$ cat config.mk
export PLATFORM = sky130hd
export DESIGN_NAME = move_bit_exec
export DESIGN_NICKNAME = d
export VERILOG_FILES = /design/src/core/move_bit_pkg.sv /design/src/core/move_bit_exec.sv /design/src/core/pc_sequencer.sv
export VERILOG_INCLUDE_DIRS = /design/src /design/src/core
export SDC_FILE = /design/constraint.sdc
export NUM_CORES = 2
export LEC_CHECK = 0
export ABC_AREA = 1
export ABC_CLOCK_PERIOD_IN_PS = 3300
export BUFFER_PORTS_ARGS = -buffer_cell sky130_fd_sc_hd__clkbuf_2
export CAP_MARGIN = 5
export CORE_MARGIN = 3
export CORE_UTILIZATION = 40
export DETAILED_ROUTE_END_ITERATION = 7
export PLACE_DENSITY = 0.6
export SYNTH_ARGS = -nofsm -noshare
export SYNTH_HDL_FRONTEND = slang
export SYNTH_SLANG_ARGS = --single-unit
$ cat constraint.sdc
create_clock -name pclk -period 3.3 [get_ports pclk]
set_input_delay 0.495 -clock pclk [delete_from_list [all_inputs] [get_ports pclk]]
set_output_delay 0.495 -clock pclk [all_outputs]
set_load 0.01 [all_outputs]
$ cat src/core/move_bit_params.svh
// Constants for the move, bit and branch execution unit.
// Assumes inclusion by the package and the design files by bare name.
`ifndef MOVE_BIT_PARAMS_SVH
`define MOVE_BIT_PARAMS_SVH

// Register byte addresses on the APB slave
`define ADDR_W 8
`define REG_INSTR 8'h00
`define REG_WORK 8'h04
`define REG_INDEX 8'h08
`define REG_FLAG 8'h0c
`define REG_IPTR 8'h10
`define REG_BANK 8'h14
`define REG_MEM 8'h18

// Instruction word layout
`define OP_MSB 11
`define OP_LSB 8
`define ARG_NIB_MSB 3
`define ARG_BIT_MSB 1
`define ARG_PAGE_MSB 1
`define ARG_ADDR_MSB 5

// Readback field positions
`define IDX_X_LSB 4
`define IDX_X_MSB 7
`define BANK_PB_LSB 4
`define BANK_PB_MSB 7
`define FLAG_COND_BIT 0
`define FLAG_TAKEN_BIT 1
`define FLAG_LONG_BIT 2

// Sizes and reset values
`define NIB_W 4
`define PC_W 6
`define RAM_WORDS 64
`define RST_NIB 4'h0
`define RST_PC 6'h00
`define RST_FLAG 1'b1
`define RST_WORD 32'h0000_0000

// Sequencer lock-up escape
`define SEQ_LOCK 6'h3f
`define SEQ_RESTART 6'h00

`endif

$ cat src/core/move_bit_pkg.sv
// Types shared by the execution unit and its bus.
// Assumes the constants header sits beside this file.
`include "move_bit_params.svh"

package move_bit_pkg;

    // Instruction codes carried in the instruction word
    typedef enum logic [3:0] {
        store_work_and_step_index = 4'h0,
        load_index_from_ram = 4'h1,
        load_work_from_ram = 4'h2,
        swap_work_with_ram = 4'h3,
        store_const_and_step_index = 4'h4,
        load_bank_select_const = 4'h5,
        set_ram_bit = 4'h6,
        clear_ram_bit = 4'h7,
        test_ram_bit = 4'h8,
        conditional_jump = 4'h9,
        load_bank_buffer_const = 4'ha
    } opcode_t;

    // APB request from the master
    typedef struct packed {
        logic psel;
        logic penable;
        logic pwrite;
        logic [`ADDR_W-1:0] paddr;
        logic [31:0] pwdata;
    } apb_req_t;

    // Whole state of the execution unit
    typedef struct packed {
        logic [`NIB_W-1:0] work;
        logic [`NIB_W-1:0] x;
        logic [`NIB_W-1:0] y;
        logic cond;
        logic [`PC_W-1:0] pc;
        logic [`NIB_W-1:0] pa;
        logic [`NIB_W-1:0] pb;
        logic taken;
        logic long_jump;
        logic [`RAM_WORDS-1:0][`NIB_W-1:0] ram;
        logic pready;
        logic pslverr;
        logic [31:0] prdata;
    } exec_state_t;

endpackage : move_bit_pkg

$ cat src/core/move_bit_exec.sv
// Execution unit for the move, bit and branch group of a nibble core.
// Assumes an APB master on pclk; one instruction runs per accepted APB write to REG_INSTR.
`timescale 1ns/1ps
`include "move_bit_params.svh"

module move_bit_exec (
    input wire logic pclk,
    input wire logic presetn,
    input wire move_bit_pkg::apb_req_t apb_req,
    output logic [31:0] prdata,
    output logic pready,
    output logic pslverr,
    output logic branch_condition_flag,
    output logic [`PC_W-1:0] instruction_pointer,
    output logic [`NIB_W-1:0] active_rom_bank
);
    import move_bit_pkg::*;

    exec_state_t state_ff;
    exec_state_t nxt_state;
    logic [`PC_W-1:0] pc_step;
    logic setup;
    logic done;
    logic exec_go;
    opcode_t op_now;
    logic [`ARG_ADDR_MSB:0] arg;
    logic [5:0] idx;
    logic [`NIB_W-1:0] cur_nib;

    // RAM word address from page and word index
    function automatic logic [5:0] ram_index(
        input logic [`NIB_W-1:0] px,
        input logic [`NIB_W-1:0] wy
    );
        ram_index = {px[`ARG_PAGE_MSB:0], wy};
    endfunction : ram_index

    // One-hot mask of the operand-selected bit
    function automatic logic [`NIB_W-1:0] bit_mask(
        input logic [`ARG_BIT_MSB:0] n
    );
        bit_mask = 4'h1 << n;
    endfunction : bit_mask

    // Legal instruction codes
    function automatic logic op_legal(input logic [3:0] code);
        op_legal = code <= 4'(load_bank_buffer_const);
    endfunction : op_legal

    // Address decode for the error answer; the read mux decodes on its own
    function automatic logic addr_known(input logic [`ADDR_W-1:0] a);
        addr_known = (a == `REG_INSTR) || (a == `REG_WORK) ||
            (a == `REG_INDEX) || (a == `REG_FLAG) ||
            (a == `REG_IPTR) || (a == `REG_BANK) || (a == `REG_MEM);
    endfunction : addr_known

    // Readback; unmapped addresses and reserved bits read zero
    function automatic logic [31:0] read_word(
        input exec_state_t s,
        input logic [`ADDR_W-1:0] a
    );
        read_word = `RST_WORD;
        case (a)
            `REG_WORK: read_word[`NIB_W-1:0] = s.work;
            `REG_INDEX: begin
                read_word[`NIB_W-1:0] = s.y;
                read_word[`IDX_X_MSB:`IDX_X_LSB] = s.x;
            end
            `REG_FLAG: begin
                read_word[`FLAG_COND_BIT] = s.cond;
                read_word[`FLAG_TAKEN_BIT] = s.taken;
                read_word[`FLAG_LONG_BIT] = s.long_jump;
            end
            `REG_IPTR: read_word[`PC_W-1:0] = s.pc;
            `REG_BANK: begin
                read_word[`NIB_W-1:0] = s.pa;
                read_word[`BANK_PB_MSB:`BANK_PB_LSB] = s.pb;
            end
            `REG_MEM: read_word[`NIB_W-1:0] = s.ram[ram_index(s.x, s.y)];
            default: read_word = `RST_WORD;
        endcase
    endfunction : read_word

    pc_sequencer seq_u (
        .cur(state_ff.pc),
        .nxt(pc_step)
    );

    // Bus phases; the slave answers in the first access cycle
    assign setup = apb_req.psel && !apb_req.penable;
    assign done = apb_req.psel && apb_req.penable && state_ff.pready;
    assign op_now = opcode_t'(apb_req.pwdata[`OP_MSB:`OP_LSB]);
    assign arg = apb_req.pwdata[`ARG_ADDR_MSB:0];
    assign exec_go = done && apb_req.pwrite && !state_ff.pslverr &&
        (apb_req.paddr == `REG_INSTR);
    assign idx = ram_index(state_ff.x, state_ff.y);
    assign cur_nib = state_ff.ram[idx];

    // Next state: bus answer, direct register writes, instruction execution
    always_comb begin
        nxt_state = state_ff;
        if (setup) begin
            nxt_state.pready = 1'b1;
            nxt_state.prdata = read_word(state_ff, apb_req.paddr);
            // Bad codes are refused so software sees them
            nxt_state.pslverr = !addr_known(apb_req.paddr) ||
                (apb_req.pwrite && apb_req.paddr == `REG_INSTR &&
                !op_legal(apb_req.pwdata[`OP_MSB:`OP_LSB]));
        end
        if (done) begin
            nxt_state.pready = 1'b0;
            nxt_state.pslverr = 1'b0;
        end
        if (done && apb_req.pwrite && !state_ff.pslverr) begin
            case (apb_req.paddr)
                `REG_WORK: nxt_state.work = apb_req.pwdata[`NIB_W-1:0];
                `REG_INDEX: begin
                    nxt_state.y = apb_req.pwdata[`NIB_W-1:0];
                    nxt_state.x = apb_req.pwdata[`IDX_X_MSB:`IDX_X_LSB];
                end
                `REG_FLAG: nxt_state.cond = apb_req.pwdata[`FLAG_COND_BIT];
                `REG_IPTR: nxt_state.pc = apb_req.pwdata[`PC_W-1:0];
                `REG_BANK: begin
                    nxt_state.pa = apb_req.pwdata[`NIB_W-1:0];
                    nxt_state.pb = apb_req.pwdata[`BANK_PB_MSB:`BANK_PB_LSB];
                end
                `REG_MEM: nxt_state.ram[idx] = apb_req.pwdata[`NIB_W-1:0];
                default: nxt_state.pc = state_ff.pc;
            endcase
        end
        if (exec_go) begin
            // Sequential step unless a jump is taken
            nxt_state.pc = pc_step;
            nxt_state.cond = 1'b1;
            unique case (op_now)
                store_work_and_step_index: begin
                    nxt_state.ram[idx] = state_ff.work;
                    nxt_state.y = 4'(state_ff.y + 4'h1);
                end
                load_index_from_ram: nxt_state.y = cur_nib;
                load_work_from_ram: nxt_state.work = cur_nib;
                swap_work_with_ram: begin
                    nxt_state.work = cur_nib;
                    nxt_state.ram[idx] = state_ff.work;
                end
                store_const_and_step_index: begin
                    nxt_state.ram[idx] = arg[`ARG_NIB_MSB:0];
                    nxt_state.y = 4'(state_ff.y + 4'h1);
                end
                load_bank_select_const: begin
                    // Upper bits zero: only four pages exist
                    nxt_state.x = {2'b00, arg[`ARG_PAGE_MSB:0]};
                end
                set_ram_bit: begin
                    nxt_state.ram[idx] =
                        cur_nib | bit_mask(arg[`ARG_BIT_MSB:0]);
                end
                clear_ram_bit: begin
                    nxt_state.ram[idx] =
                        cur_nib & ~bit_mask(arg[`ARG_BIT_MSB:0]);
                end
                test_ram_bit: begin
                    nxt_state.cond =
                        |(cur_nib & bit_mask(arg[`ARG_BIT_MSB:0]));
                end
                conditional_jump: begin
                    nxt_state.taken = state_ff.cond;
                    if (state_ff.cond) begin
                        nxt_state.pa = state_ff.pb;
                        nxt_state.pc = arg;
                        // Long only when the buffer names another page
                        nxt_state.long_jump =
                            state_ff.pb != state_ff.pa;
                    end else begin
                        nxt_state.long_jump = 1'b0;
                    end
                end
                load_bank_buffer_const: begin
                    nxt_state.pb = arg[`ARG_NIB_MSB:0];
                end
                default: nxt_state.pc = pc_step;
            endcase
        end
    end

    // Single state register; reset clears RAM and all else except the flag, which loads 1
    always_ff @(posedge pclk or negedge presetn) begin
        if (!presetn) begin
            state_ff <= '0;
            state_ff.cond <= `RST_FLAG;
            state_ff.pc <= `RST_PC;
        end else begin
            state_ff <= nxt_state;
        end
    end

    assign prdata = state_ff.prdata;
    assign pready = state_ff.pready;
    assign pslverr = state_ff.pslverr;
    assign branch_condition_flag = state_ff.cond;
    assign instruction_pointer = state_ff.pc;
    assign active_rom_bank = state_ff.pa;
endmodule : move_bit_exec

$ cat src/core/pc_sequencer.sv
// Next-address logic of the pseudo-random program counter.
// Assumes a 6-bit counter; purely combinational, caller registers it.
`timescale 1ns/1ps
`include "move_bit_params.svh"

module pc_sequencer (
    input wire logic [`PC_W-1:0] cur,
    output logic [`PC_W-1:0] nxt
);
    import move_bit_pkg::*;

    // Shift with xnor feedback; the one stuck code is forced back in
    always_comb begin
        if (cur == `SEQ_LOCK) begin
            nxt = `SEQ_RESTART;
        end else begin
            nxt = {cur[`PC_W-2:0], ~(cur[`PC_W-1] ^ cur[`PC_W-2])};
        end
    end
endmodule : pc_sequencer

### Yosys cells after proc, flatten, opt, wreduce, memory -nomap -nowiden

Index checks and enable logic that the tools add are counted.

* register bits: 295
* input port bits: 45
* output and inout bits: 45

* $add $sub $neg: 1
* $lt $le $gt $ge: 3
* equal/unequal tests: 18
* shift operators: 1
* multiplexer cells: 36
* bitwise gates (word level): 6
* reduce and logical (&&, ||, !) cells: 33

Operators by type and width (count)
* bitwise mux 256 bit: 5
* case mux 256 bit (4 select lines): 1
* 2-to-1 mux 256 bit: 2
* 2-to-1 mux 285 bit: 1
* 2-to-1 mux 34 bit: 1
* 2-to-1 mux 4 bit: 7
* 2-to-1 mux 27 bit: 1
* binary-select mux 4 bit (select 6 bit): 1
* demux 4 bit (select 6 bit): 1
* == test 8 x 5 -> 1 bit, second input constant: 3
* 2-to-1 mux 6 bit: 3
* case mux 3 bit (6 select lines): 1
* == test 4 x 3 -> 1 bit, second input constant: 4
* == test 8 x 4 -> 1 bit, second input constant: 2
* 2-to-1 mux 8 bit: 2
* == test 4 bit, second input constant: 3
* 2-to-1 mux 10 bit: 1
* logical AND 1 bit: 9
* AND 4 bit: 2
* == test 4 x 2 -> 1 bit, second input constant: 2
* == test 8 x 3 -> 1 bit, second input constant: 1
* zero test 8 bit: 1
* case mux 4 bit (2 select lines): 1
* nonzero test 2 bit: 4
* 23 further kinds: 39

### Depth between registers and ports, before layout

* depth in word-level cells: 11
* depth in mapped cells: 20
* mapped depth without buffers: 17

### Hierarchy

Synthesis repeated with hierarchy kept, for this count alone.

* cell total of the unflattened synthesis: 5662
* area total of the unflattened synthesis: 32017.0 µm²

Modules (own cells, without submodules)
* move_bit_exec: times used 1, cells each 5647, area an instance 31948.1 µm², seq. area each 7383.3 µm²
* pc_sequencer: times used 1, cells each 15, area an instance 68.8 µm², seq. area each 0.0 µm²

### Worst setup path before layout

Ideal clock, no wire load.

* kind: input to register
* start: in apb_req[33] in the netlist's numbering
* end: reg state_ff[110] in the netlist's numbering
* arrival time: 2.148 ns
* setup slack: 1.031 ns
* stages on the path: 12
* path through: or2_1 > nor3_2 > nand2_1 > nor2_2 > inv_2 > nor2_1 > buf_4 > inv_2 > buf_2 > buf_1 > o211ai_1 > nand2_1

RTL lines
* start, declared: RTL line move_bit_exec.sv:9 `input wire move_bit_pkg::apb_req_t apb_req,`
* end signal, assigned: RTL line move_bit_exec.sv:193 `state_ff <= nxt_state;`
* end, declared: RTL line move_bit_exec.sv:19 `exec_state_t state_ff;`

==> qor.csv <==
metric;value;unit
crit-path leading delay family;simple AND/OR/NAND/NOR gates;
global-route wire length before repair;208;mm
Clock power frac;49.6;%
worst path arrival time;3.67;ns
Hold Path Class;input port to flip-flop;
CP endpoint kind;flip-flop;
CP max FO;15;
Achievable Freq;311;MHz
Worst VDD drop;0.304;mV
Unique masters post-synth;41;
sw power;0.00294;W
Post-synth top flop;dfrtp_1;
register area share after synthesis;23.3;%
CP Launch Type;flip-flop;
Port Buf Inserts;45;
Slew Viols, Final;0;
Post-Syn Area;31700;um^2
Post-Synth XOR/XNOR Area;0.166;%
clock buffer depth;3;
Cells after Synth;5635;
die height;287;um
final hold viol count;0;
Yosys top cell by area;nand2_1;
Worst path slowest cell;dfrtp_2;
global placement routability congestion;0.942;
min cycle time layout;3.22;ns
Worst EP required;3.75;ns
Starting Density;40.6;%
leak pwr;14.7;nW
Synth Area in Simple Gates;39.7;%
commonest cells in the netlist;nand2_1, o21ai_0, inv_1, nand3_1, clkbuf_1;
detailed-route via count;38100;
DR WL/cell;21.2;um
critical path class;flip-flop to flip-flop;
largest family of logic cells by synthesized area;simple AND/OR/NAND/NOR gates;
largest net degree at the start of global routing;139;
synthesis warning total;0;
die width;287;um
Synth area leaders;nand2_1, dfrtp_1, o21ai_0;
Routed WL;136;mm
vias in the first global route;34200;
final setup vio count;0;
largest stage delay on the critical path;0.43;ns
Synth Area in Adders;0.0791;%
CTS Sinks;295;
compound-cell area share of the yosys netlist;22.6;%
CTS Buf Count;42;
Int Power;0.00699;W
pre-CTS WS;0.0879;ns
Worst-Margin Slew;0.960;ns
WP buf/inv;4;
io pins;90;
Root Driver;clkbuf_16;
Seq pwr share;36.8;%
Power Total;0.00993;W
grt total ovfl;0;
initial antenna violation count;3;
FFs w/ async S/R, synth;100;%
internal reg-to-reg setup slack;0.08;ns
RSZ-0062 raised after global routing;no;
Worst-path clk slew;0.06;ns
hpwl dp;74.3;mm
Logic pwr share;13.7;%
Setup TNS;0;ns
Final Skew;0.0148;ns
CTS tree;built;
EDFF count, synth;0;
drt pass-1 iters;7;
top-count cell post-synth;nand2_1;
placement row count;102;
Total GRT Usage;32.0;%
placed cells;6350;
Slew headroom;36.0;%
Die Area;82500;um^2
Switching Fraction;29.6;%
Setup WS post-layout;0.0816;ns
maxcap violations;0;
most used cell, CP;nand2_1;
synth-to-layout area growth;7.99;%
share of the synthesized area in the top cell type;27.0;%
detail-routed via count per cell;5.93;
Fill cells;8401;
Antenna Nets Post-Route;0;
Tcrit/Tclk final;97.5;%
status;complete, no violations;
fin cells;6433;
multiplexer share of the synthesized area;0.178;%
PD cells;291;nW/um^2
CORE AREA;78000;um^2
DRC;0;
DR iter-0 viols;5362;
share of layout cells above drive strength 1;7.16;%
nets;5406;
cells along the critical path;buf_4 > nor2_8 > buf_4 > nand3_1 > nand2_1 > o21ai_1 > nand2_1 > nor2_1 > nand2_1 > inv_2 > buf_4 > nand3_1 > nand2_1 > nand3_1 > nand2_1 > o21ai_0;
H-tree depth;2;
#FFs+latches synth;295;
Mean Syn Cell Area;5.62;um^2
clock latency on the worst-skew pair;0.59;ns
[worst paths after layout]
kind | cells past startpoint | endpoint | start
min in group asynchronous | 2 | state_ff[50] | presetn
hold reg to reg | 2 | prdata[3] | prdata[3]
setup reg to reg | 16 | state_ff[256] | idx[1]
setup / recovery | 16 | state_ff[256] | idx[1]
max in group asynchronous | 3 | state_ff[91] | presetn
hold / removal | 2 | pready | apb_req[42]
[per-layer routing]
metal / wire length (um) / track usage, %
met1: 54500 / 43.5
met2: 57600 / 48.1
met3: 17100 / 6.77
met4: 7130 / 15.8
met5: 22 / 0
[per-stage QoR]
stage               instance area [um^2]  util, %  hold slack (ns)
floorplan                          31700        -            0.199
global placement                   32700     41.9            0.475
detailed placement                 32700     41.9            0.482
CTS                                34100     43.7            0.124
global route                       34200     43.8            0.158
finish                             34200     43.8            0.142
[worst register-to-register path, cell delays in order, from the launching register on]
cell     delay (ns)
dfrtp_2        0.43
buf_4          0.32
nor2_8         0.16
buf_4          0.22
nand3_1        0.12
nand2_1        0.09
o21ai_1        0.38
nand2_1        0.09
nor2_1         0.15
nand2_1        0.21
inv_2          0.20
buf_4          0.29
nand3_1        0.11
nand2_1        0.07
nand3_1        0.07
nand2_1        0.05
o21ai_0        0.09
[logic make-up (layout without fill, tap and decap cells)]
kind of cell	count (synthesis)	after routing
compound gates	1251	1251
buf+inv	1061	794
other cells	1	26
flops	295	295
xor+xnor	6	6
fa+ha+maj	2	2
simple gates	3014	3014
mux	5	5
[power groups by stage]
| stage | clock network [W] | registers [W] | logic, W |
|---|---|---|---|
| 2_1_floorplan | 0 | 0.00371 | 0.000811 |
| 3_3_place_gp | 0 | 0.00372 | 0.00130 |
| 3_5_place_dp | 0 | 0.00372 | 0.00131 |
| 4_1_cts | 0.00496 | 0.00365 | 0.00131 |
| 5_1_grt | 0.00509 | 0.00365 | 0.00146 |
| 6_report | 0.00492 | 0.00365 | 0.00136 |
[layout by cell type (no fill, tap or decap), drive strengths merged]
cell,instances
inv,518
bufinv,4
o21ai,690
o31ai,73
a21oi,263
nand2,2279
a31oi,11
nand3,319
buf,152
xor2,6
mux2,5
nor3,3
o22ai,13
nor2,212
ha,2
o21a,2
o2111ai,2
dfrtp,294
conb,24
nand3b,128
o211ai,65
clkbuf,106
clkinv,13
dlygate4sd3,1
a221oi,7
or2,2
dfstp,1
o21bai,1
a22oi,4
a22o,48
nor4,1
diode,2
o311ai,72
nand4,70
[registers in the layout (all words and copies together), names as in the netlist]
signal and count:
branch_condition_flag 1, idx 6, state_ff 268, prdata 8
active_rom_bank 4, instruction_pointer 6, pslverr 1, pready 1
[area by class of cell]
cell class              count  area (um^2)  area share, %
clock inverters            10          154          0.450
repair buffers            193         2010           5.88
well taps                1040         1300           3.81
inverters                 525         1990           5.82
diodes                      2         5.00         0.0146
clock buffers              66         1280           3.75
multi-input cells        4302        20000           58.6
flip-flops and latches    295         7400           21.6
[repair_timing]
| item | 4_1_cts | 5_1_grt |
|---|---|---|
| resized for setup | 0 | 4 |
| hold buffers | 1 | 0 |
| endpoints found under the hold margin | 60 | 0 |
| buffers inserted | 0 | 4 |
| endpoints found under the setup margin | 0 | 109 |
Power figures use the tool's default switching activity.
